### src/hdl/pcc_pkg.sv
// constants for the pwm cycle length configuration block
package pcc_pkg;
    localparam logic [7:0] PWM_CFG_ADDR  = 8'hDF;
    localparam logic [7:0] PWM_CFG_RESET = 8'h00;
    localparam int         RELOAD_SEL_BIT = 7;
    localparam logic [5:0] CH_RESET       = 6'h00;
    localparam logic [7:0] RDATA_IDLE     = 8'h00;
    localparam logic       IRQ_RESET      = 1'b0;
    localparam logic [11:0] PREV_RESET    = 12'h000;
    localparam int         OVF_IE_BIT    = 6;
    localparam int         OVF_FLAG_BIT  = 5;
    localparam int         LEN_LSB       = 0;
    localparam int         NUM_CH        = 6;
    localparam logic [1:0] LEN_8         = 2'h0;
    localparam logic [1:0] LEN_9         = 2'h1;
    localparam logic [1:0] LEN_10        = 2'h2;
    localparam logic [1:0] LEN_11        = 2'h3;
    typedef enum logic [1:0] {
        PCC_MODE_OFF    = 2'h0,
        PCC_MODE_SHORT  = 2'h1,
        PCC_MODE_WIDE   = 2'h3
    } pcc_mode_t;
endpackage

### src/hdl/pcc_top.sv
// shared pwm cycle length configuration register of the counter array
// How it works
// - reload select steers compare accesses to reload
// - reload values used only in 9-11 bit pwm
// - overflow flag raises interrupt when enabled
// - flag set on selected 8-11 bit overflow
// - hardware or software sets; only software clears
// - bits four to two read zero
// - select 00/01/11 gives 8/9/11 bits
// - length shared by all non-wide pwm channels
// - wide enable forces 16-bit pwm cycle
`timescale 1ns/1ns
module pcc_top (
    // clock and reset
    input  wire logic        core_clk,
    input  wire logic        resetn,
    // special function register bus
    input  wire logic [7:0]  sfr_addr,
    input  wire logic        sfr_wr,
    input  wire logic        sfr_rd,
    input  wire logic [7:0]  sfr_wdata,
    output logic [7:0]       sfr_rdata,
    // counter array
    input  wire logic [15:0] main_counter,
    input  wire logic [5:0]  pwm_enable,
    input  wire logic [5:0]  wide_pwm_enable,
    // derived controls
    output logic             reload_register_select,
    output logic             cycle_overflow_irq,
    output logic [1:0]       cycle_length_select,
    output logic [5:0]       reload_active,
    output logic [5:0]       wide_cycle_active,
    output logic [5:0]       short_cycle_active
);
    // configuration state
    logic       reload_sel_ff;
    logic       nxt_reload_sel;
    logic       ovf_ie_ff;
    logic       nxt_ovf_ie;
    logic       ovf_flag_ff;
    logic       nxt_ovf_flag;
    logic [1:0] len_sel_ff;
    logic [1:0] nxt_len_sel;

    // bus side
    logic       cfg_wr;
    logic       cfg_rd;
    logic [7:0] cfg_view;
    logic [7:0] rdata_ff;
    logic [7:0] nxt_rdata;

    // interrupt request
    logic       irq_ff;
    logic       nxt_irq;

    // overflow event from the detector
    logic       ovf_pulse;

    // per-channel modes
    logic [5:0] wide_act_ff;
    logic [5:0] short_act_ff;
    logic [5:0] reload_act_ff;

    // the same address match serves reads and writes
    function automatic logic cfg_hit(input logic [7:0] addr);
        cfg_hit = (addr == pcc_pkg::PWM_CFG_ADDR);
    endfunction

    // only lengths above eight bits take their top from the reload registers
    function automatic logic uses_reload(input logic [1:0] len);
        uses_reload = (len != pcc_pkg::LEN_8);
    endfunction

    always_comb begin
        cfg_wr = sfr_wr && cfg_hit(sfr_addr);
        cfg_rd = sfr_rd && cfg_hit(sfr_addr);
    end

    pcc_ovf_detect i_pcc_ovf_detect (
        .core_clk            (core_clk),
        .resetn              (resetn),
        .main_counter        (main_counter),
        .cycle_length_select (len_sel_ff),
        .ovf_pulse           (ovf_pulse)
    );

    // reload register select
    always_comb begin
        nxt_reload_sel = reload_sel_ff;
        if (cfg_wr) begin
            nxt_reload_sel = sfr_wdata[pcc_pkg::RELOAD_SEL_BIT];
        end
    end

    always_ff @(posedge core_clk) begin
        if (!resetn) begin
            reload_sel_ff <= pcc_pkg::PWM_CFG_RESET[pcc_pkg::RELOAD_SEL_BIT];
        end else begin
            reload_sel_ff <= nxt_reload_sel;
        end
    end

    // overflow interrupt enable
    always_comb begin
        nxt_ovf_ie = ovf_ie_ff;
        if (cfg_wr) begin
            nxt_ovf_ie = sfr_wdata[pcc_pkg::OVF_IE_BIT];
        end
    end

    always_ff @(posedge core_clk) begin
        if (!resetn) begin
            ovf_ie_ff <= pcc_pkg::PWM_CFG_RESET[pcc_pkg::OVF_IE_BIT];
        end else begin
            ovf_ie_ff <= nxt_ovf_ie;
        end
    end

    // cycle length select
    always_comb begin
        nxt_len_sel = len_sel_ff;
        if (cfg_wr) begin
            nxt_len_sel = sfr_wdata[pcc_pkg::LEN_LSB +: 2];
        end
    end

    always_ff @(posedge core_clk) begin
        if (!resetn) begin
            len_sel_ff <= pcc_pkg::PWM_CFG_RESET[pcc_pkg::LEN_LSB +: 2];
        end else begin
            len_sel_ff <= nxt_len_sel;
        end
    end

    // hardware set wins over a software clear in the same cycle
    always_comb begin
        nxt_ovf_flag = ovf_flag_ff;
        if (cfg_wr) begin
            nxt_ovf_flag = sfr_wdata[pcc_pkg::OVF_FLAG_BIT];
        end
        if (ovf_pulse) begin
            nxt_ovf_flag = 1'b1;
        end
    end

    always_ff @(posedge core_clk) begin
        if (!resetn) begin
            ovf_flag_ff <= pcc_pkg::PWM_CFG_RESET[pcc_pkg::OVF_FLAG_BIT];
        end else begin
            ovf_flag_ff <= nxt_ovf_flag;
        end
    end

    // built from next-state values so the request never lags the flag by a cycle
    always_comb begin
        nxt_irq = nxt_ovf_flag && nxt_ovf_ie;
    end

    always_ff @(posedge core_clk) begin
        if (!resetn) begin
            irq_ff <= pcc_pkg::IRQ_RESET;
        end else begin
            irq_ff <= nxt_irq;
        end
    end

    always_comb begin
        cfg_view = pcc_pkg::RDATA_IDLE;
        cfg_view[pcc_pkg::RELOAD_SEL_BIT] = reload_sel_ff;
        cfg_view[pcc_pkg::OVF_IE_BIT]     = ovf_ie_ff;
        cfg_view[pcc_pkg::OVF_FLAG_BIT]   = ovf_flag_ff;
        cfg_view[pcc_pkg::LEN_LSB +: 2]   = len_sel_ff;
    end

    // other addresses belong to neighbouring blocks, so this block returns zero there
    always_comb begin
        nxt_rdata = pcc_pkg::RDATA_IDLE;
        if (cfg_rd) begin
            nxt_rdata = cfg_view;
        end
    end

    always_ff @(posedge core_clk) begin
        if (!resetn) begin
            rdata_ff <= pcc_pkg::RDATA_IDLE;
        end else begin
            rdata_ff <= nxt_rdata;
        end
    end

    // per-channel mode decode
    genvar ch;
    generate
        for (ch = 0; ch < pcc_pkg::NUM_CH; ch++) begin : g_ch
            always_ff @(posedge core_clk) begin
                if (!resetn) begin
                    wide_act_ff[ch]   <= pcc_pkg::CH_RESET[ch];
                    short_act_ff[ch]  <= pcc_pkg::CH_RESET[ch];
                    reload_act_ff[ch] <= pcc_pkg::CH_RESET[ch];
                end else begin
                    wide_act_ff[ch]   <= pwm_enable[ch] && wide_pwm_enable[ch];
                    short_act_ff[ch]  <= pwm_enable[ch] && !wide_pwm_enable[ch];
                    reload_act_ff[ch] <= pwm_enable[ch] && !wide_pwm_enable[ch]
                                         && uses_reload(len_sel_ff);
                end
            end
        end
    endgenerate

    // outputs straight from their flip-flops
    assign reload_register_select = reload_sel_ff;
    assign cycle_overflow_irq     = irq_ff;
    assign cycle_length_select    = len_sel_ff;
    assign sfr_rdata              = rdata_ff;
    assign wide_cycle_active      = wide_act_ff;
    assign short_cycle_active     = short_act_ff;
    assign reload_active          = reload_act_ff;
endmodule

### src/hdl/pcc_ovf_detect.sv
// detects overflow out of the selected cycle-length bit of the main counter
`timescale 1ns/1ns
module pcc_ovf_detect (
    // clock and reset
    input  wire logic        core_clk,
    input  wire logic        resetn,
    // counter and selection
    input  wire logic [15:0] main_counter,
    input  wire logic [1:0]  cycle_length_select,
    // result
    output logic             ovf_pulse
);
    logic [11:0] prev_ff;
    logic        sel_now;
    logic        sel_prev;

    // an overflow is the chosen carry bit's low part changing from any nonzero value to zero
    function automatic logic low_zero(input logic [11:0] v, input logic [1:0] len);
        unique case (len)
            pcc_pkg::LEN_8:  low_zero = (v[7:0] == 8'h00);
            pcc_pkg::LEN_9:  low_zero = (v[8:0] == 9'h000);
            pcc_pkg::LEN_10: low_zero = (v[9:0] == 10'h000);
            pcc_pkg::LEN_11: low_zero = (v[10:0] == 11'h000);
        endcase
    endfunction

    always_ff @(posedge core_clk) begin
        if (!resetn) begin
            prev_ff <= pcc_pkg::PREV_RESET;
        end else begin
            prev_ff <= main_counter[11:0];
        end
    end

    always_comb begin
        sel_now  = low_zero(main_counter[11:0], cycle_length_select);
        sel_prev = low_zero(prev_ff, cycle_length_select);
        ovf_pulse = sel_now && !sel_prev && (main_counter[11:0] != prev_ff);
    end
endmodule

### config.mk
export PLATFORM = sky130hd
export DESIGN_NAME = pcc_top
export DESIGN_NICKNAME = d
export VERILOG_FILES = /design/src/hdl/pcc_pkg.sv /design/src/hdl/pcc_top.sv /design/src/hdl/pcc_ovf_detect.sv
export SDC_FILE = /design/constraint.sdc
export NUM_CORES = 1
export LEC_CHECK = 0
export BUFFER_PORTS_ARGS = -buffer_cell sky130_fd_sc_hd__buf_4
export CAP_MARGIN = 20
export CORE_ASPECT_RATIO = 1.2
export CORE_MARGIN = 3
export CORE_UTILIZATION = 27
export CTS_BUF_LIST = sky130_fd_sc_hd__clkbuf_2 sky130_fd_sc_hd__clkbuf_4 sky130_fd_sc_hd__clkbuf_8
export DETAILED_ROUTE_END_ITERATION = 6
export PLACE_DENSITY = 0.58
export SYNTH_ARGS = -nofsm -noshare
export SYNTH_HDL_FRONTEND = slang
export SYNTH_HIERARCHICAL = 1
export SYNTH_SLANG_ARGS = --single-unit
### constraint.sdc
create_clock -name core_clk -period 2.93 [get_ports core_clk]
set_input_delay 0.4395 -clock core_clk [delete_from_list [all_inputs] [get_ports core_clk]]
set_output_delay 0.4395 -clock core_clk [all_outputs]
set_load 0.01 [all_outputs]
# After elaboration in Yosys (flattened, before gate mapping)

Index checks and enable logic that the tools add are counted.

Bits in registers: 44
Input port bits: 48
Output and inout port bits: 30
Word-level logic and storage cells: 77

Eq/ne operators: 5
Mux-type cells: 5
Reductions and logical operators: 41

Operator list:

| kind                 | count |
|---|---|
| $logic_and A1 B1 Y1  | 23 |
| $logic_not A11 Y1    | 2 |
| $logic_not A10 Y1    | 2 |
| $logic_not A9 Y1     | 2 |
| $logic_not A8 Y1     | 2 |
| $ne A12 B12 Y1       | 1 |
| $eq A8 B8 Y1 const B | 1 |
| $pmux W1 S4          | 2 |
| $logic_not A1 Y1     | 7 |
| $eq A2 B2 Y1 const B | 2 |
| $mux W1              | 3 |
| $eq A2 B1 Y1 const B | 1 |
| $logic_not A2 Y1     | 1 |
| $reduce_and A2 Y1    | 1 |
| $reduce_bool A2 Y1   | 1 |

# Depth between registers and ports, before layout

Gate-level depths: netlist of the first run.

Depth after elaboration: 7
Mapped depth: 5
Mapped depth without buffers: 5

# By module

The synthesis of the first run kept the hierarchy.

Modules (own cells, without submodules):

| module         | instances | cells an instance | area each (um^2) |
|---|---|---|---|
| pcc_top        | 1         | 89                | 938.4 |
| pcc_ovf_detect | 1         | 35                | 379.1 |

# Worst setup path before layout of the first run

No wires, ideal clock.

Path kind: input-to-reg
Start point: in main_counter[4]
End point: reg irq_ff (netlist: cycle_overflow_irq)
Library setup time: 0.072 ns
Arrival time: 1.205 ns
Data required time: 2.858 ns
Path slack: 1.653 ns
Stages on the path: 5
Buffers on the path: 0
Cells stage by stage: nor4_2 -> o2111ai_1 -> nor2b_1 -> o211ai_1 -> mux2i_1

Cells in the longest elaborated chain, start to end: 6
Elaborated cells on any way between the ends: 10
Those cells by class: eq/ne (1); mux (2); reduce/logical (7)

RTL lines:

| what                                      | line                 | RTL |
|---|---|---|
| from (decl)                               | pcc_top.sv:24        | `input wire logic [15:0] main_counter,` |
| $logic_not A11 Y1 (tied with other cells) | pcc_ovf_detect.sv:23 | `pcc_pkg::LEN_11: low_zero = (v[10:0] == 11'h000);` |
| $pmux W1 S4                               | pcc_ovf_detect.sv:19 | `unique case (len)` |
| $logic_and A1 B1 Y1                       | pcc_ovf_detect.sv:38 | `ovf_pulse = sel_now && !sel_prev && (main_counter[11:0] != prev_ff);` |
| $logic_and A1 B1 Y1 (*)                   | pcc_ovf_detect.sv:38 |  |
| named net ovf_pulse                       | pcc_top.sv:57        | `logic ovf_pulse;` |
| $mux W1 (*)                               | pcc_top.sv:141       | `if (ovf_pulse) begin` |
| $logic_and A1 B1 Y1 (*)                   | pcc_top.sv:156       | `nxt_irq = nxt_ovf_flag && nxt_ovf_ie;` |
| to (signal assigned)                      | pcc_top.sv:161       | `irq_ff <= pcc_pkg::IRQ_RESET;` |
| to (signal assigned)                      | pcc_top.sv:163       | `irq_ff <= nxt_irq;` |
| to (decl)                                 | pcc_top.sv:53        | `logic irq_ff;` |

The timed path passes the listed nets; every way through them passes the cells marked *.
A chain may end at the register's enable or synchronous reset.

# Final worst setup path of the first run

Start point: reg len_sel_ff[1] (netlist: cycle_length_select[1])
End point: out cycle_length_select[1]

RTL lines:

| what                   | line           | RTL |
|---|---|---|
| from (decl)            | pcc_top.sv:42  | `logic [1:0] len_sel_ff;` |
| from (signal assigned) | pcc_top.sv:129 | `len_sel_ff <= pcc_pkg::PWM_CFG_RESET[pcc_pkg::LEN_LSB +: 2];` |
| from (signal assigned) | pcc_top.sv:131 | `len_sel_ff <= nxt_len_sel;` |
| to (decl)              | pcc_top.sv:30  | `output logic [1:0] cycle_length_select,` |

No word-level cell between the ends.

==> results of run 1 <==
-- cell type report --
type,count,area [um^2]
inverter,2,7.507
multi-input combinational,78,480.5
clock buffer,5,68.82
fill,480,2718
sequential,40,800.8
tap,58,72.57
timing repair buffer,66,495.5
clock inverter,3,18.77
-- metal layers --
metal	track usage (%)	vias up	wire [um]
met1	11.01	482	1099
li1	-	548	-
met2	19.47	54	1446
met4	5.747	0	55
met5	0	-	0
met3	4.964	5	326
-- per-stage QoR --
stage	std cells	instance area, um^2	setup WS [ps]
4_1_cts	252	1944	1534
3_3_place_gp	244	1857	1375
5_1_grt	252	1944	1391
6_report	252	1944	1564
3_5_place_dp	244	1857	1354
2_1_floorplan	126	1325	1653
-- flip-flops by register name, indices dropped and copies added (netlist names) --
signal and count:
ovf_ie_ff 1, ovf_flag_ff 1, reload_register_select 1, wide_cycle_active 6, reload_active 6, cycle_length_select 2
cycle_overflow_irq 1, short_cycle_active 6, i_pcc_ovf_detect/prev_ff 11, sfr_rdata 5
-- kinds of logic after synthesis --
family | after synthesis | synth area share [%]
compound gates | 10 | 4.748
buf+inv | 8 | 3.324
flops | 40 | 60.78
mux | 6 | 4.559
other cells | 1 | 0.2846
simple gates | 59 | 26.31
-- placed cells by master, fill, tap and decap left out, drive strengths merged --
| cell type | count |
|---|---|
| buf | 66 |
| dfxtp | 40 |
| and2 | 16 |
| nand2 | 15 |
| nor3 | 8 |
| nor2 | 7 |
| mux2i | 6 |
| and3 | 6 |
| clkbuf | 5 |
| o21ai | 4 |
| nor4 | 4 |
| conb | 3 |
| clkinv | 3 |
| inv | 2 |
| o211ai | 2 |
| a21oi | 2 |
| o2111ai | 2 |
| nand4b | 1 |
| nand4 | 1 |
| nor2b | 1 |
-- worst max path at each step --
stage	end	slack, ps	depth (start not counted)
after floorplan	cycle_overflow_irq	1650	5
after detailed placement	ovf_flag_ff	1350	6
after global placement	cycle_overflow_irq	1380	6
final	cycle_length_select[1]	1560	1
after global routing	cycle_overflow_irq	1390	5
after CTS	cycle_length_select[1]	1530	1
-- power groups by stage --
stage / Sequential (mW) / Combinational, mW / Clock (mW)
6_report: 0.562 / 0.0886 / 0.351
5_1_grt: 0.563 / 0.0989 / 0.388
2_1_floorplan: 0.578 / 0.0286 / 0
3_3_place_gp: 0.575 / 0.0891 / 0
4_1_cts: 0.562 / 0.0904 / 0.372
3_5_place_dp: 0.575 / 0.0902 / 0
==> run_results.csv, run 1 <==
group,metric,value,unit
run_status,status,"completed",
timing,slew_violations,0,
timing,finalSetupTns,0,ps
synth,synth_commonest_cells,"sky130_fd_sc_hd__dfxtp_1 (40), sky130_fd_sc_hd__and2_1 (15), sky130_fd_sc_hd__nand2_1 (15)",
clock_tree,cts-buffers-inserted,5,
synth,synth_top_area_share,60.78,%
timing,hold_viol,0,
pwr,internal_pwr_total,0.7766,mW
drt,vias,1089,
place,dpl.hpwl,2.270,mm
synth,synth.cell_area,1318,um^2
setup_path,cp-startpoint,"cycle_length_select[1]",
timing,fin_skew,9.395,ps
setup_path,critical_path_peak_fanout,8,
clock_tree,cts.root.buffer_cell,"sky130_fd_sc_hd__clkbuf_8",
drt,detailedRoute.firstIterationViolations,41,
pwr,ir_worst_vdd,0.1887,mV
die,coreArea,4662,um^2
die,std_cell_rows,27,
synth,netlist_top_cells_area,"sky130_fd_sc_hd__dfxtp_1 (61%), sky130_fd_sc_hd__and2_1 (7.1%), sky130_fd_sc_hd__mux2i_1 (4.6%), sky130_fd_sc_hd__nand2_1 (4.3%), sky130_fd_sc_hd__and3_1 (2.8%)",
pwr,power_density,514.8,nW/um^2
clock_tree,cts_hold_buffers,0,
synth,post-synth-top-count-cell,"sky130_fd_sc_hd__dfxtp_1",
die,die-width,69.77,um
drt,final_antenna_net_count,0,
die,start_util,28.26,%
clock_tree,resized_after_cts,0,
synth,ys_seq_area_share,60.78,%
synth,yosysWarnings,6,
drt,routed_wl,2.927,mm
clock_tree,cts_htree_levels,2,
timing,min_period,1366,ps
global_routing,grt_start_max_net_pins,37,
synth,ys_seq_elements,40,
setup_path,crit_chain,"buf_4",
clock_tree,cts.sinks,40,
clock_tree,insertion_delay,290,ps
setup_path,cp_data_arrival_time,930,ps
setup_path,timing.critical_path.slowest_stage_cell,"sky130_fd_sc_hd__dfxtp_1",
clock_tree,cts_tree,"done",
hold_path,timing.hold.worst_endpoint,"short_cycle_active[1]",
synth,post_synth.cell_area_avg,10.63,um^2
drt,avgRoutedWirePerCell,11.62,um
pwr,p_clk_share,35.0,%
finish,antenna_cells,0,
global_routing,globalRoute.totalOverflow,0,
place,finalWeightedCongestion,0.7033,
timing,fin_worst_hold_slack,316.8,ps
setup_path,timing.reg2reg.setup_slack,1600,ps
pwr,p_seq_share,56.1,%
setup_path,critical_path_required,2490,ps
timing,grt_setup_unrepaired,"false",
pwr,combinational_power_share,8.8,%
setup_path,timing.setup.critical_path_class,"flip-flop to primary output",
synth,synth_cells,124,
finish,final_net_count,241,
drt,route.detailed.vias_per_inst,4.321,
synth,synth_cell_type_count,23,
setup_path,r2r-start,"i_pcc_ovf_detect/prev_ff[1]",
timing,max_clock_freq,732.1,MHz
drt,firstDrtPassIters,4,
finish,post_route_cells_drive_above_1_share,40.72,%
global_routing,number_of_global_route_vias_before_repair,1042,
pwr,post-layout-total-power,1.001,mW
finish,finalCoreUtilization,41.71,%
setup_path,worst_setup_path_end_kind,"primary output",
die,die_area,5757,um^2
setup_path,startpoint_type,"flip-flop",
pwr,power_switching,0.2244,mW
global_routing,antenna_found_initial,0,
setup_path,worst_path_largest_cell_delay,460,ps
hold_path,min_from,"wide_pwm_enable[1]",
finish,area_growth,47.58,%
clock_tree,max-clock-path-buffers,2,
pwr,power.leakage,0.8910,nW
timing,layout_worst_path_cycle_share,46.62,%
die,overall_die_height,82.52,um
synth,postSynth.topFlopCell,"sky130_fd_sc_hd__dfxtp_1",
place,io_buffer_count,66,
synth,synth_area_leader_cell,"sky130_fd_sc_hd__dfxtp_1",
clock_tree,post_cts.repair.setup_buffers,0,
setup_path,regToRegEndpoint,"cycle_overflow_irq",
drt,drc,0,
setup_path,timing.critical_path.max_delay_family,"flip-flops",
die,pin_count,78,
clock_tree,clk_pin_slew_worst_paths,80,ps
synth,async_reset_ff_share,0,%
global_routing,grt_use_total,11.02,%
hold_path,timing.hold.worst.class,"primary input to flip-flop",
setup_path,r2r.worst_path.cells,5,
setup_path,worst-path-buf-inv,1,
flow_run,timing.max_cap.violations,0,
global_routing,grt_pass1_wl,4.823,mm
hold_path,hold_path_stages,2,
synth,synth_enable_flop_cells,0,
pwr,power.share.switching,22.42,%
timing,setup_viol_count_final,0,
Power figures use the tool's default switching activity.
==> run 2, diff against run 1 <==
==> constraint.sdc (replaced) <==
create_clock -name core_clk -period 1.4 [get_ports core_clk]
set_input_delay 0.21 -clock core_clk [delete_from_list [all_inputs] [get_ports core_clk]]
set_output_delay 0.21 -clock core_clk [all_outputs]
set_load 0.01 [all_outputs]
==> run 2 against run 1 <==
Effect of this change: flip-flop and latch count is the same; cell area is 4.2% higher; count of clock-buffer cells in the layout did not move; hold slack got worse by 230 ps; first-iteration DRC count down 2.4%; sequential power up 110%; critical path type is now flip-flop to flip-flop; die area unchanged; highest routed layer unchanged; critical path depth grew 4; largest cell class unchanged; non-clock buffer count grew 3; clock power grew to 2.6 times the previous value; via count shrank 0.55%.
==> run_results.csv, run 2 (synthesis gave the netlist of run 1 again) <==
group,metric,value,unit
die,coreArea,4662,um^2
die,die-width,69.77,um
clock_tree,cts.root.buffer_cell,"sky130_fd_sc_hd__clkbuf_8",
timing,layout_worst_path_cycle_share,89.40,%
drt,drc,0,
drt,final_antenna_net_count,0,
clock_tree,cts.sinks,40,
setup_path,worst_setup_path_end_kind,"flip-flop",
clock_tree,cts_tree,"done",
finish,fill_cells,488,
pwr,ir_worst_vdd,0.4740,mV
clock_tree,cts-buffers-inserted,5,
hold_path,min_from,"wide_pwm_enable[2]",
run_status,status,"completed",
global_routing,antenna_found_initial,0,
pwr,power.leakage,0.9241,nW
finish,antenna_cells,0,
place,io_buffer_count,66,
flow_run,timing.max_cap.violations,0,
pwr,post-layout-total-power,2.279,mW
drt,detailedRoute.firstIterationViolations,40,
finish,leading_cell_type_in_the_layout_fill_and_taps_excluded,"sky130_fd_sc_hd__buf_4",
die,start_util,28.26,%
timing,setup_viol_count_final,0,
clock_tree,insertion_delay,280,ps
place,dpl.hpwl,2.302,mm
timing,grt_setup_unrepaired,"false",
finish,finalCoreUtilization,43.48,%
setup_path,r2r.worst_path.cells,5,
clock_tree,clk_pin_slew_worst_paths,80,ps
finish,mostFrequentLayoutCells,"sky130_fd_sc_hd__buf_4 (69), sky130_fd_sc_hd__dfxtp_1 (39), sky130_fd_sc_hd__nand2_1 (15), sky130_fd_sc_hd__and2_1 (15)",
global_routing,globalRoute.totalOverflow,0,
hold_path,timing.hold.worst_endpoint,"short_cycle_active[2]",
finish,post_route_cells_drive_above_1_share,44.16,%
setup_path,r2r-start,"i_pcc_ovf_detect/prev_ff[6]",
global_routing,number_of_global_route_vias_before_repair,1074,
timing,max_clock_freq,799.0,MHz
finish,area_growth,53.85,%
place,finalWeightedCongestion,0.6907,
setup_path,timing.setup.critical_path_class,"flip-flop to flip-flop",
timing,hold_viol,0,
clock_tree,cts_hold_buffers,0,
finish,largest_register_ffs,11,
hold_path,timing.hold.worst.class,"primary input to flip-flop",
drt,avgRoutedWirePerCell,11.20,um
setup_path,timing.reg2reg.setup_slack,150,ps
global_routing,gr-usage-met3,3.995,%
global_routing,groute.layer.met1.usage,10.99,%
finish,largest_register,"i_pcc_ovf_detect/prev_ff",
drt,routed_wl,2.857,mm
drt,route.detailed.vias_per_inst,4.247,
finish,final_net_count,244,
clock_tree,max-clock-path-buffers,2,
timing,fin_skew,6.713,ps
die,die_area,5757,um^2
clock_tree,post_cts.repair.setup_buffers,0,
global_routing,grt_busiest_layer,"met2",
drt,vias,1083,
global_routing,grt_start_max_net_pins,25,
drt,firstDrtPassIters,4,
timing,slew_violations,0,
die,overall_die_height,82.52,um
pwr,power_density,1125,nW/um^2
die,std_cell_rows,27,
global_routing,grt_pass1_wl,4.719,mm
global_routing,grt_use_total,10.52,%
timing,finalSetupTns,0,ps
setup_path,regToRegEndpoint,"cycle_overflow_irq",
hold_path,hold_path_stages,2,
setup_path,startpoint_type,"flip-flop",
die,pin_count,78,
clock_tree,cts_htree_levels,2,
global_routing,met2_capacity_usage_during_global_routing,18.43,%
setup_path,critical_path_peak_fanout,4,
setup_path,cp_data_arrival_time,1420,ps
setup_path,critical_path_required,1560,ps
timing,min_period,1252,ps
==> run 2: worst max-delay path, cell delays in order, from the launching register on <==
cell and delay, ps:
sky130_fd_sc_hd__dfxtp_2 330, sky130_fd_sc_hd__nor4_4 260, sky130_fd_sc_hd__o2111ai_1 130, sky130_fd_sc_hd__nor2b_4 160
sky130_fd_sc_hd__o211ai_1 170, sky130_fd_sc_hd__mux2i_1 90
==> run 2: area by class of cell <==
| cell class | instances | area [um^2] | share of cell area, % |
|---|---|---|---|
| multi-input combinational | 78 | 515.5 | 25.43 |
| sequential | 40 | 802.0 | 39.57 |
| inverter | 2 | 7.507 | 0.3704 |
| tap | 58 | 72.57 | 3.580 |
| clock buffer | 5 | 68.82 | 3.395 |
| clock inverter | 3 | 42.54 | 2.099 |
| timing repair buffer | 69 | 518.0 | 25.56 |
==> run 2: what timing repair did <==
action,CTS,global route
hold endpoints to repair,0,0
gates resized for setup,0,7
setup endpoints to repair,0,2
==> run 2: where the power goes <==
part | switching, mW | internal, mW | leakage [nW]
Clock | 0.379 | 0.527 | 0.0541
Combinational | 0.0754 | 0.117 | 0.543
Sequential | 0.0124 | 1.17 | 0.327
==> run 2: worst max-delay path by stage <==
stage / start / endpoint / cells past startpoint
after floorplan: cycle_length_select[1] / cycle_overflow_irq / 5
after global placement: i_pcc_ovf_detect/prev_ff[1] / cycle_overflow_irq / 5
after detailed placement: i_pcc_ovf_detect/prev_ff[1] / cycle_overflow_irq / 5
after CTS: i_pcc_ovf_detect/prev_ff[1] / cycle_overflow_irq / 5
after global routing: i_pcc_ovf_detect/prev_ff[6] / cycle_overflow_irq / 5
final: i_pcc_ovf_detect/prev_ff[6] / cycle_overflow_irq / 5
==> run 2: stage by stage <==
stage / instances / hold slack [ps] / area [um^2] / setup slack [ps]
after floorplan: 126 / 282.4 / 1325 / 221.5
after global placement: 247 / 388.3 / 1879 / 40.23
after detailed placement: 247 / 389.5 / 1879 / 42.98
after CTS: 255 / 72.78 / 1991 / 41.88
after global routing: 255 / 77.55 / 2027 / 18.92
final: 255 / 88.67 / 2027 / 148.4
==> run 2: routing by layer <==
metal | vias to the layer above | part of all wire, %
met3 | 7 | 10
met4 | 0 | 1.9
met1 | 471 | 39
li1 | 553 | -
met2 | 52 | 48
met5 | - | 0
==> run 3, diff against run 2 <==
--- a/config.mk
+++ b/config.mk
@@ -5,6 +5,7 @@
 export SDC_FILE = /design/constraint.sdc
 export NUM_CORES = 1
 export LEC_CHECK = 0
+export ABC_CLOCK_PERIOD_IN_PS = 1600
 export BUFFER_PORTS_ARGS = -buffer_cell sky130_fd_sc_hd__buf_4
 export CAP_MARGIN = 20
 export CORE_ASPECT_RATIO = 1.2
==> constraint.sdc (replaced) <==
create_clock -name core_clk -period 1.6 [get_ports core_clk]
set_input_delay 0.24 -clock core_clk [delete_from_list [all_inputs] [get_ports core_clk]]
set_output_delay 0.24 -clock core_clk [all_outputs]
set_load 0.01 [all_outputs]
==> run 3 against run 2 <==
Effect of this change: sequential power shrank 13%; wire length down 1.2%; clock skew grew 0.68 ps; combinational power is 16% lower; critical endpoint unchanged; largest cell class unchanged.
==> run_results.csv, run 3 (synthesis gave the netlist of run 1 again) <==
group,metric,value,unit
run_status,status,"completed",
pwr,power.share.switching,21.11,%
timing,grt_setup_unrepaired,"false",
flow_run,timing.max_cap.violations,0,
place,dpl.hpwl,2.234,mm
clock_tree,cts_hold_buffers,0,
hold_path,min_from,"wide_pwm_enable[2]",
clock_tree,insertion_delay,290,ps
setup_path,timing.setup.critical_path_class,"flip-flop to flip-flop",
setup_path,cp-startpoint,"i_pcc_ovf_detect/prev_ff[1]",
pwr,combinational_power_share,8.6,%
drt,route.detailed.vias_per_inst,4.258,
setup_path,regToRegEndpoint,"cycle_overflow_irq",
global_routing,grt_use_total,10.67,%
timing,min_period,1325,ps
global_routing,antenna_found_initial,0,
setup_path,critical_path_peak_fanout,4,
finish,post_route_cells_drive_above_1_share,40.72,%
clock_tree,cts.sinks,40,
timing,max_clock_freq,754.8,MHz
die,coreArea,4662,um^2
timing,finalSetupTns,0,ps
clock_tree,resized_after_cts,0,
timing,fin_worst_hold_slack,116.1,ps
drt,firstDrtPassIters,4,
place,total_placed_instance_area,1857,um^2
finish,leading_cell_type_in_the_layout_fill_and_taps_excluded,"sky130_fd_sc_hd__buf_4",
setup_path,critical_path.endpoint,"cycle_overflow_irq",
clock_tree,cts-buffers-inserted,5,
global_routing,number_of_global_route_vias_before_repair,1040,
clock_tree,cts.root.buffer_cell,"sky130_fd_sc_hd__clkbuf_8",
place,finalWeightedCongestion,0.7054,
global_routing,grt_start_max_net_pins,37,
setup_path,timing.reg2reg.setup_slack,280,ps
die,die-width,69.77,um
timing,slew_violations,0,
hold_path,hold_path_stages,2,
finish,largest_register,"i_pcc_ovf_detect/prev_ff",
finish,finalInstanceArea,1954,um^2
timing,fin_skew,7.392,ps
die,std_cell_rows,27,
hold_path,timing.hold.worst.class,"primary input to flip-flop",
pwr,p_clk_share,36.8,%
setup_path,startpoint_type,"flip-flop",
setup_path,r2r.worst_path.cells,5,
drt,routed_wl,2.824,mm
pwr,power_density,963.8,nW/um^2
setup_path,worst_setup_path_end_kind,"flip-flop",
die,start_util,28.26,%
finish,mostFrequentLayoutCells,"sky130_fd_sc_hd__buf_4 (66), sky130_fd_sc_hd__dfxtp_1 (40), sky130_fd_sc_hd__nand2_1 (15), sky130_fd_sc_hd__and2_1 (15)",
drt,vias,1073,
setup_path,critical_path_required,1760,ps
clock_tree,clk_pin_slew_worst_paths,70,ps
finish,largest_register_ffs,11,
pwr,internal_pwr_total,1.486,mW
pwr,power.leakage,0.8910,nW
drt,drc,0,
setup_path,r2r-start,"i_pcc_ovf_detect/prev_ff[1]",
timing,layout_worst_path_cycle_share,82.80,%
pwr,power_switching,0.3977,mW
timing,hold_viol,0,
place,io_buffer_count,66,
timing,setup_viol_count_final,0,
clock_tree,cts_htree_levels,2,
die,die_area,5757,um^2
clock_tree,cts_tree,"done",
drt,avgRoutedWirePerCell,11.21,um
finish,final_net_count,241,
clock_tree,post_cts.repair.setup_buffers,0,
drt,detailedRoute.firstIterationViolations,50,
finish,area_growth,48.34,%
global_routing,grt_pass1_wl,4.678,mm
die,overall_die_height,82.52,um
pwr,p_seq_share,54.6,%
clock_tree,max-clock-path-buffers,2,
pwr,ir_worst_vdd,0.4259,mV
die,pin_count,78,
finish,antenna_cells,0,
global_routing,globalRoute.totalOverflow,0,
drt,final_antenna_net_count,0,
setup_path,cp_data_arrival_time,1490,ps
[run 3: changes by cell type in the layout (fill, tap and decap cells not counted), sizes merged]
cell / previous run / this run
buf: 69 / 66
clkinv: 1 / 0
clkbuf: 5 / 7
bufinv: 1 / 0
[run 3: worst min-delay path by stage]
stage / endpoint / slack (ps)
CTS: short_cycle_active[2] / 100
detailed placement: short_cycle_active[5] / 420
floorplan: short_cycle_active[0] / 310
global placement: short_cycle_active[3] / 420
finish: short_cycle_active[2] / 120
global route: short_cycle_active[2] / 90
[run 3: per-stage QoR]
| step | cells | power, mW | util [%] | setup WS [ps] |
|---|---|---|---|---|
| 2_1_floorplan | 126 | 1.110 | - | 421.5 |
| 3_3_place_gp | 244 | 1.215 | 39.83 | 247.5 |
| 3_5_place_dp | 244 | 1.217 | 39.83 | 226.1 |
| 4_1_cts | 252 | 1.921 | 41.92 | 226.8 |
| 5_1_grt | 252 | 1.978 | 41.92 | 47.74 |
| 6_report | 252 | 1.884 | 41.92 | 275.2 |
[run 3: layout make-up]
cell class	count	area (um^2)
Clock buffer	7	90.09
Fill cell	486	2708
Multi-Input combinational cell	78	480.5
Clock inverter	1	7.507
Inverter	2	7.507
Sequential cell	40	800.8
Timing Repair Buffer	66	495.5
Tap cell	58	72.57
[run 3: worst max-delay path, cell delays in order (launching register included)]
cell and delay, ps:
sky130_fd_sc_hd__dfxtp_1 300, sky130_fd_sc_hd__nor4_1 330, sky130_fd_sc_hd__o2111ai_1 150, sky130_fd_sc_hd__nor2b_1 180, sky130_fd_sc_hd__o211ai_1 160, sky130_fd_sc_hd__mux2i_1 90
[run 3: routing by layer]
metal	GRT usage (%)	wire length, um	vias up
li1	-	-	549
met1	10.60	1102	465
met2	18.81	1358	54
met3	4.843	309	5
met4	5.747	53	0
met5	0	0	-
[run 3: power by group through the flow]
stage	clock, mW	combinational, mW	sequential (mW)
finish	0.693	0.162	1.03
global placement	0	0.163	1.05
global route	0.766	0.180	1.03
floorplan	0	0.0524	1.06
detailed placement	0	0.165	1.05
CTS	0.727	0.165	1.03
